===== config.mk =====
export PLATFORM = sky130hd
export DESIGN_NAME = tbpc_top
export DESIGN_NICKNAME = d
export VERILOG_FILES = /design/src/inc/tbpc_pkg.sv /design/src/core/tbpc_prbs.sv /design/src/core/tbpc_top.sv
export VERILOG_INCLUDE_DIRS = /design/src /design/src/inc
export SDC_FILE = /design/constraint.sdc
export NUM_CORES = 1
export LEC_CHECK = 0
export ABC_AREA = 1
export BUFFER_PORTS_ARGS = -buffer_cell sky130_fd_sc_hd__buf_2
export CELL_PAD_IN_SITES_DETAIL_PLACEMENT = 0
export CELL_PAD_IN_SITES_GLOBAL_PLACEMENT = 2
export CORE_UTILIZATION = 19
export CTS_CLUSTER_DIAMETER = 50
export DETAILED_ROUTE_END_ITERATION = 12
export PLACE_DENSITY = 0.79
export SYNTH_ARGS = -nofsm -noshare
export SYNTH_HDL_FRONTEND = slang
export SYNTH_SLANG_ARGS = --single-unit

===== constraint.sdc =====
create_clock -name clk_in -period 1.52 [get_ports clk_in]
set_input_delay 0.076 -clock clk_in [delete_from_list [all_inputs] [get_ports clk_in]]
set_output_delay 0.076 -clock clk_in [all_outputs]
set_load 0.05 [all_outputs]

===== src/inc/tbpc_regs.svh =====
// Register offsets, field positions, reset values and sequence constants of the test port block.
`ifndef TBPC_REGS_SVH
`define TBPC_REGS_SVH

// ==========================================================
// Register offsets
`define TBPC_ADDR_TIMER_HI   8'h2E
`define TBPC_ADDR_TIMER_LO   8'h2F
`define TBPC_ADDR_RESERVED   8'h30
`define TBPC_ADDR_BIT_SEL    8'h31
`define TBPC_ADDR_BUS_CFG    8'h32
`define TBPC_ADDR_PIN_EN     8'h33
`define TBPC_ADDR_PIN_VAL    8'h34
`define TBPC_ADDR_TEST_BUS   8'h35

// ==========================================================
// Reset values
`define TBPC_RST_RESERVED    8'h00
`define TBPC_RST_BIT_SEL     8'h00
`define TBPC_RST_BUS_CFG     8'h00
`define TBPC_RST_PIN_EN      8'h80
`define TBPC_RST_PIN_VAL     8'h00

// ==========================================================
// Field positions
`define TBPC_BIT_SEL_FIELD   2:0
`define TBPC_BUS_SEL_FIELD   4:0
`define TBPC_FLIP_BIT        7
`define TBPC_PRBS_NINE_ENABLE_BIT       6
`define TBPC_PRBS_FIFTEEN_ENABLE_BIT      5
`define TBPC_LINE_EN_BIT     7
`define TBPC_IO_USE_BIT      7
`define TBPC_PIN_FIELD       6:1

// ==========================================================
// Codes and sequence constants
`define TBPC_AUX_INTERNAL_TEST_BUS_VALUE     4'hF
`define TBPC_PRBS_SEED       15'h7FFF

`endif


===== src/inc/tbpc_pkg.sv =====
// Types shared by the test port block and its sequence generator.
package tbpc_pkg;

  typedef logic [7:0] tbpc_byte_t;

  typedef enum logic [0:0] {
    TBPC_PRBS_IDLE = 1'b0,
    TBPC_PRBS_RUN  = 1'b1
  } tbpc_prbs_state_e;

  typedef struct packed {
    tbpc_prbs_state_e state;
    logic             is_nine;
    logic [14:0]      lfsr;
    logic             data;
  } tbpc_prbs_s;

  typedef struct packed {
    logic [2:0]  bit_sel;
    tbpc_byte_t  bus_cfg;
    tbpc_byte_t  pin_en;
    tbpc_byte_t  pin_val;
    tbpc_byte_t  rdata;
    logic [5:0]  sync1;
    logic [5:0]  sync2;
    logic [5:0]  sync3;
    logic [5:0]  pin_live;
    logic        multifunction_output_pin;
    logic        aux;
    logic        aux_oe;
    logic [5:0]  port_out;
    logic [5:0]  port_oe;
  } tbpc_top_s;

endpackage : tbpc_pkg


===== src/core/tbpc_prbs.sv =====
// Pseudo-random transmit sequence generator with nine and fifteen stage modes.
`timescale 1ns/1ps
`include "tbpc_regs.svh"

module tbpc_prbs (
  // Clock and reset
  input  wire logic clk_in,
  input  wire logic resetn_in,
  // Control
  input  wire logic nine_enable_in,
  input  wire logic fifteen_enable_in,
  input  wire logic transmit_command_in,
  input  wire logic bit_step_in,
  // Sequence
  output logic      data_out,
  output logic      active_out
);
  import tbpc_pkg::*;

  tbpc_prbs_s q;
  tbpc_prbs_s next_q;
  logic       fb;

  // ==========================================================
  // Sequence engine
  always_comb begin
    next_q = q;
    fb     = q.is_nine ? (q.lfsr[8] ^ q.lfsr[4]) : (q.lfsr[14] ^ q.lfsr[13]);
    case (q.state)
      TBPC_PRBS_IDLE: begin
        // The enable alone only arms the generator; the transmit command starts it.
        if (transmit_command_in && (nine_enable_in || fifteen_enable_in)) begin
          next_q.state   = TBPC_PRBS_RUN;
          next_q.is_nine = nine_enable_in;
          next_q.lfsr    = `TBPC_PRBS_SEED;
        end
      end
      TBPC_PRBS_RUN: begin
        if (!nine_enable_in && !fifteen_enable_in) begin
          next_q.state = TBPC_PRBS_IDLE;
        end else if (bit_step_in) begin
          next_q.data = fb;
          if (q.is_nine) begin
            next_q.lfsr = {6'h00, q.lfsr[7:0], fb};
          end else begin
            next_q.lfsr = {q.lfsr[13:0], fb};
          end
        end
      end
      default: next_q.state = TBPC_PRBS_IDLE;
    endcase
  end

  always_ff @(posedge clk_in) begin
    if (!resetn_in) begin
      q <= '0;
    end else begin
      q <= next_q;
    end
  end

  assign data_out   = q.data;
  assign active_out = (q.state == TBPC_PRBS_RUN);
endmodule : tbpc_prbs


===== src/core/tbpc_top.sv =====
// Test bus routing, test port and transmit sequence control with its register slave.
//
// Design decision made here: strobed register access.
`timescale 1ns/1ps
`include "tbpc_regs.svh"

module tbpc_top (
  // Clock and reset
  input  wire logic                 clk_in,
  input  wire logic                 resetn_in,
  // Register port
  input  wire tbpc_pkg::tbpc_byte_t reg_addr_in,
  input  wire tbpc_pkg::tbpc_byte_t reg_wdata_in,
  input  wire logic                 reg_wr_in,
  input  wire logic                 reg_rd_in,
  output tbpc_pkg::tbpc_byte_t      reg_rdata_out,
  // Internal sources
  input  wire logic [255:0]         internal_test_bus_value_in,
  input  wire logic [15:0]          timer_count_in,
  input  wire logic [3:0]           auxiliary_pin_two_analog_select_in,
  input  wire logic                 serial_host_active_in,
  // Transmitter
  input  wire logic                 transmit_command_in,
  input  wire logic                 tx_bit_step_in,
  output logic                      prbs_data_out,
  output logic                      prbs_active_out,
  // Pins
  output logic                      multifunction_output_pin_out,
  output logic                      auxiliary_pin_two_out,
  output logic                      auxiliary_pin_two_oe_out,
  output logic                      uart_line_a_enable_out,
  output logic                      uart_line_b_enable_out,
  input  wire logic [5:0]           test_port_in,
  output logic [5:0]                test_port_out,
  output logic [5:0]                test_port_oe_out
);
  import tbpc_pkg::*;

  tbpc_top_s  q;
  tbpc_top_s  next_q;
  tbpc_byte_t cur_bus;
  logic       cur_bit;
  logic       io_mode;
  logic [5:0] port_src;

  // ==========================================================
  // Test bus selection
  assign cur_bus = internal_test_bus_value_in[q.bus_cfg[`TBPC_BUS_SEL_FIELD] * 8 +: 8];
  assign cur_bit = cur_bus[q.bit_sel];
  // The port only drives I/O levels while a serial host interface owns the data pins; reads of live pins need only the IO use bit.
  assign io_mode = q.pin_val[`TBPC_IO_USE_BIT] && serial_host_active_in;

  // ==========================================================
  // Port bit order, pin D1 at index 0
  localparam int unsigned FLIP_SRC [6] = '{0, 5, 6, 2, 3, 4};

  generate
    for (genvar i = 0; i < 6; i++) begin : g_port
      assign port_src[i] = q.bus_cfg[`TBPC_FLIP_BIT] ? cur_bus[FLIP_SRC[i]] : cur_bus[i];
    end
  endgenerate

  // ==========================================================
  // Register slave and pin logic
  always_comb begin
    next_q = q;
    // Middle and last stages are compared; the first stage feeds nothing else.
    next_q.sync1 = test_port_in;
    next_q.sync2 = q.sync1;
    next_q.sync3 = q.sync2;
    if (q.sync2 == q.sync3) begin
      next_q.pin_live = q.sync3;
    end

    if (reg_wr_in) begin
      case (reg_addr_in)
        `TBPC_ADDR_BIT_SEL: next_q.bit_sel = reg_wdata_in[`TBPC_BIT_SEL_FIELD];
        `TBPC_ADDR_BUS_CFG: next_q.bus_cfg = reg_wdata_in;
        `TBPC_ADDR_PIN_EN:  next_q.pin_en  = {reg_wdata_in[7:1], 1'b0};
        `TBPC_ADDR_PIN_VAL: next_q.pin_val = {reg_wdata_in[7:1], 1'b0};
        default: next_q.bit_sel = q.bit_sel;
      endcase
    end

    next_q.rdata = 8'h00;
    if (reg_rd_in) begin
      case (reg_addr_in)
        `TBPC_ADDR_TIMER_HI: next_q.rdata = timer_count_in[15:8];
        `TBPC_ADDR_TIMER_LO: next_q.rdata = timer_count_in[7:0];
        `TBPC_ADDR_RESERVED: next_q.rdata = `TBPC_RST_RESERVED;
        `TBPC_ADDR_BIT_SEL:  next_q.rdata = {5'h00, q.bit_sel};
        `TBPC_ADDR_BUS_CFG:  next_q.rdata = q.bus_cfg;
        `TBPC_ADDR_PIN_EN:   next_q.rdata = q.pin_en;
        `TBPC_ADDR_PIN_VAL: begin
          if (q.pin_val[`TBPC_IO_USE_BIT]) begin
            next_q.rdata = {1'b1, q.pin_live, 1'b0};
          end else begin
            next_q.rdata = q.pin_val;
          end
        end
        `TBPC_ADDR_TEST_BUS: next_q.rdata = cur_bus;
        default:             next_q.rdata = 8'h00;
      endcase
    end

    next_q.multifunction_output_pin  = cur_bit;
    next_q.aux    = cur_bit;
    next_q.aux_oe = (auxiliary_pin_two_analog_select_in == `TBPC_AUX_INTERNAL_TEST_BUS_VALUE);
    next_q.port_oe = q.pin_en[`TBPC_PIN_FIELD];
    if (io_mode) begin
      next_q.port_out = q.pin_val[`TBPC_PIN_FIELD];
    end else begin
      next_q.port_out = port_src;
    end
  end

  always_ff @(posedge clk_in) begin
    if (!resetn_in) begin
      q         <= '0;
      q.bit_sel <= 3'h0;
      q.bus_cfg <= `TBPC_RST_BUS_CFG;
      q.pin_en  <= `TBPC_RST_PIN_EN;
      q.pin_val <= `TBPC_RST_PIN_VAL;
    end else begin
      q <= next_q;
    end
  end

  // ==========================================================
  // Sequence generator
  tbpc_prbs u_prbs (
    .clk_in              (clk_in),
    .resetn_in           (resetn_in),
    .nine_enable_in      (q.bus_cfg[`TBPC_PRBS_NINE_ENABLE_BIT]),
    .fifteen_enable_in   (q.bus_cfg[`TBPC_PRBS_FIFTEEN_ENABLE_BIT]),
    .transmit_command_in (transmit_command_in),
    .bit_step_in         (tx_bit_step_in),
    .data_out            (prbs_data_out),
    .active_out          (prbs_active_out)
  );

  // ==========================================================
  // Outputs
  assign reg_rdata_out                = q.rdata;
  assign multifunction_output_pin_out = q.multifunction_output_pin;
  assign auxiliary_pin_two_out        = q.aux;
  assign auxiliary_pin_two_oe_out     = q.aux_oe;
  assign uart_line_a_enable_out       = q.pin_en[`TBPC_LINE_EN_BIT];
  assign uart_line_b_enable_out       = q.pin_en[`TBPC_LINE_EN_BIT];
  assign test_port_out                = q.port_out;
  assign test_port_oe_out             = q.port_oe;
endmodule : tbpc_top


==> metrics.md <==
| Metric | Value |
|---|---|
| Sequential share of the synthesized area | `0.283` |
| Ratio of cells with drive above 1 in the final layout | `0.407` |
| I/O pin cnt | `332` |
| Synth-to-Final Area Change | `64.1%` |
| Depth of the CTS H-tree | `3` |
| Vias | `between 8000 and 9000` |
| Final setup viols | `15` |
| Synth top area share | `0.283` |
| Most frequent cell after synthesis | `nand2_1` |
| Max Clk Rate | `about 540 MHz` |
| Total track usage | `0.192` |
| Fin. Hold Viols | `0` |
| Power Total | `5.66 mW` |
| Yosys top cell by area | `dfxtp_1` |
| Total Neg Setup Slack | `-3.31 ns` |
| Worst r2r src | `q[63]` |
| Worst slew margin | `0.589` |
| Row count | `66` |
| Total wire length | `between 30000 and 40000 µm` |
| Worst setup SP type | `flop` |
| First-pass GRT wire length | `just under 50000 µm` |
| Pwr/cell area | `roughly 550 nW/µm²` |
| Number of remaining DRC errors | `0` |
| Gate Count Post-Synth | `~1100` |
| Max Cap Viol | `0` |
| Max-slew violations | `0` |
| Mapped Area | `between 6000 and 7000 µm²` |
| Fill cells | `approximately 3700` |
| Initial antenna violation count | `11` |
| PortBufs | `between 300 and 400` |
| Crit path time final | `around 1.8 ns` |
| Run status | `finished, violations left` |
| WL met3 | `slightly above 2000 µm` |
| Worst R2R End | `auxiliary_pin_two_out` |
| Path depth of the worst reg2reg path | `15` |
| Chip height | `~180 µm` |
| Die ar. | `33800 µm²` |
| Slew @ Worst Pin | `approximately 0.6 ns` |
| Flops & latches, synth | `89` |
| WP data arrival | `~2.1 ns` |
| Syn nets | `~1400` |
| Hold-critical path depth | `3` |
| Gpl congestion | `around 0.85` |
| Max Root-Sink Buffers | `2` |
| Fin nets | `around 1800` |
| Leakage | `5.15 nW` |
| Worst Hold Class | `primary input to flop` |
| Worst hold start | `auxiliary_pin_two_analog_select_in[0]` |
| Crit share post-route | `1.22` |
| Top sig layer | `met5` |
| Detail Route Antenna Nets | `0` |
| Sink of the worst hold path | `auxiliary_pin_two_oe_out` |
| Distinct cells, synth | `30` |
| Violated checks | `setup timing` |
| CTS tree | `yes` |
| Average wire per standard cell | `17.1 µm` |
| Syn avg cell area | `about 5.7 µm²` |
| Slack of the critical path | `-0.328 ns` |
| Detailed Place HPWL | `around 26000 µm` |
| Core Area | `~33000 µm²` |
| Sink Count | `89` |
| Most common flop cell mapped by yosys | `dfxtp_1` |
| Reg clk slew, reported paths | `roughly 0.070 ns` |
| Number of global-route vias before repair | `approximately 8600` |
| R2R Setup Slk | `-0.33 ns` |
| DRT Pass-1 Iters | `5` |
| Layout Skew | `~0.0085 ns` |
| Iteration-0 DRC Markers | `approximately 550` |
| Synth top area cells | `dfxtp_1 28%, nand2_1 24%, nand3_1 18%, inv_1 5.6%, a21oi_1 4.8%` |
| Met2 wire length | `around 16000 µm` |
| Synth async-reset ratio | `0` |
| Vias/cell | `around 4.4` |
| RSZ-0062 raised after global routing | `true` |
| Clk_lat worst skew | `roughly 0.35 ns` |
| Maximum vdd drop | `0.547 mV` |
| Largest net degree at the start of global routing | `34` |
| CP required | `1.76 ns` |
| Pre-CTS setup slack | `-0.390 ns` |
| Synth Warn # | `0` |
| Initial core utilization | `0.193` |
| CTS root buffer | `clkbuf_16` |
| Die Width | `around 180 µm` |
| Post-synth EDFFs | `0` |
| CP endpoint kind | `flop` |
| Setup CP Type | `flop to flop` |
| CP max FO | `12` |
| Num CTS Buffers | `9` |
| M1 WL | `14500 µm` |
| Top post-synthesis cells by count | `406 x nand2_1, 227 x nand3_1, 93 x inv_1` |
| Final global-route overflow total | `0` |
critical path, cell delays in order (launching register included):
cell and delay (ns):
dfxtp_4 0.42, clkinv_8 0.10, buf_12 0.15, buf_16 0.14, nand2_1 0.08, nand3_2 0.09, nand3_2 0.09, nand2_1 0.08
nand2_2 0.08, nand3_4 0.07, nand2_2 0.09, nand2_1 0.05, nand2_1 0.07, nor2_2 0.04, nor2_1 0.11, nor2_1 0.06
layout by cell type (no fill, tap or decap), drive strengths merged:
cell type / synthesis / routed
a211oi: 1 / 1
a21oi: 60 / 60
a221oi: 7 / 7
a31oi: 1 / 1
buf: 72 / 447
clkbuf: 18 / 13
clkinv: 3 / 6
dfxtp: 89 / 89
diode: 0 / 10
dlygate4sd3: 0 / 6
inv: 94 / 94
nand2: 406 / 406
nand3: 227 / 227
nand4: 3 / 3
nor2: 39 / 39
nor3: 10 / 10
nor4: 1 / 1
o2111ai: 1 / 1
o211ai: 1 / 1
o21a: 2 / 2
o21ai: 42 / 42
o221ai: 4 / 4
o22ai: 6 / 6
o311ai: 2 / 2
o31ai: 1 / 1
xnor2: 2 / 2
xor2: 2 / 2
layer usage:
metal,track usage,up-vias
met5,0,-
met4,0.0557,2
met3,0.0394,33
met2,0.332,263
met1,0.239,3950
li1,-,4298
registers in the layout, indices dropped and copies added (netlist names):
signal / cells
auxiliary_pin_two_oe_out: 1
auxiliary_pin_two_out: 1
next_q: 18
q: 30
reg_rdata_out: 8
test_port_oe_out: 6
test_port_out: 6
u_prbs.active_out: 1
u_prbs.data_out: 1
u_prbs.q: 16
uart_line_a_enable_out: 1
cell families (layout without fill, tap and decap cells):
family,after synthesis,after routing,share of synthesized area
and+or+nand+nor,686,686,0.459
buffers and inverters,187,566,0.139
AOI/OAI and AO/OA,128,128,0.114
DFF,89,89,0.283
xor gates and xnor gates,4,4,0.00557
other,0,10,0
worst max path at each step:
stage	to	startpoint
floorplan	auxiliary_pin_two_out	q[63]
global placement	auxiliary_pin_two_out	q[63]
detailed placement	auxiliary_pin_two_out	q[63]
CTS	auxiliary_pin_two_out	q[64]
global route	auxiliary_pin_two_out	q[63]
finish	auxiliary_pin_two_out	q[63]
report_power, final:
group / switching [mW] / internal [mW]
registers: 0.0279 / 2.38
clock network: 0.930 / 1.24
logic: 0.558 / 0.521
total: 1.52 / 4.14
timing repair:
item	4_1_cts	5_1_grt
pin swaps	44	22
gates cloned	8	1
endpoints found under the hold margin	6	0
endpoints found under the setup margin	15	15
hold buffers	6	0
buffers inserted	9	4
gates resized for setup	88	78
through the flow:
step	hold WS [ns]	instances	cell area (µm²)	util
floorplan	0.174	1094	6300	-
global placement	0.259	1873	8920	0.274
detailed placement	0.263	1873	8920	0.274
CTS	0.0380	1910	9940	0.306
global route	0.0640	1925	10300	0.317
finish	0.0297	1925	10300	0.317
area by class of cell:
type                       count  area [µm²]  share of cell area
multi-input combinational    818        4180               0.405
timing repair buffer         454        3110               0.301
sequential                    89        1790               0.173
tap                          442         553              0.0536
inverter                      97         379              0.0367
clock buffer                  12         267              0.0258
antenna                       10        25.0             0.00242
clock inverter                 3        22.5             0.00218
(Power assumes the default switching activity.)
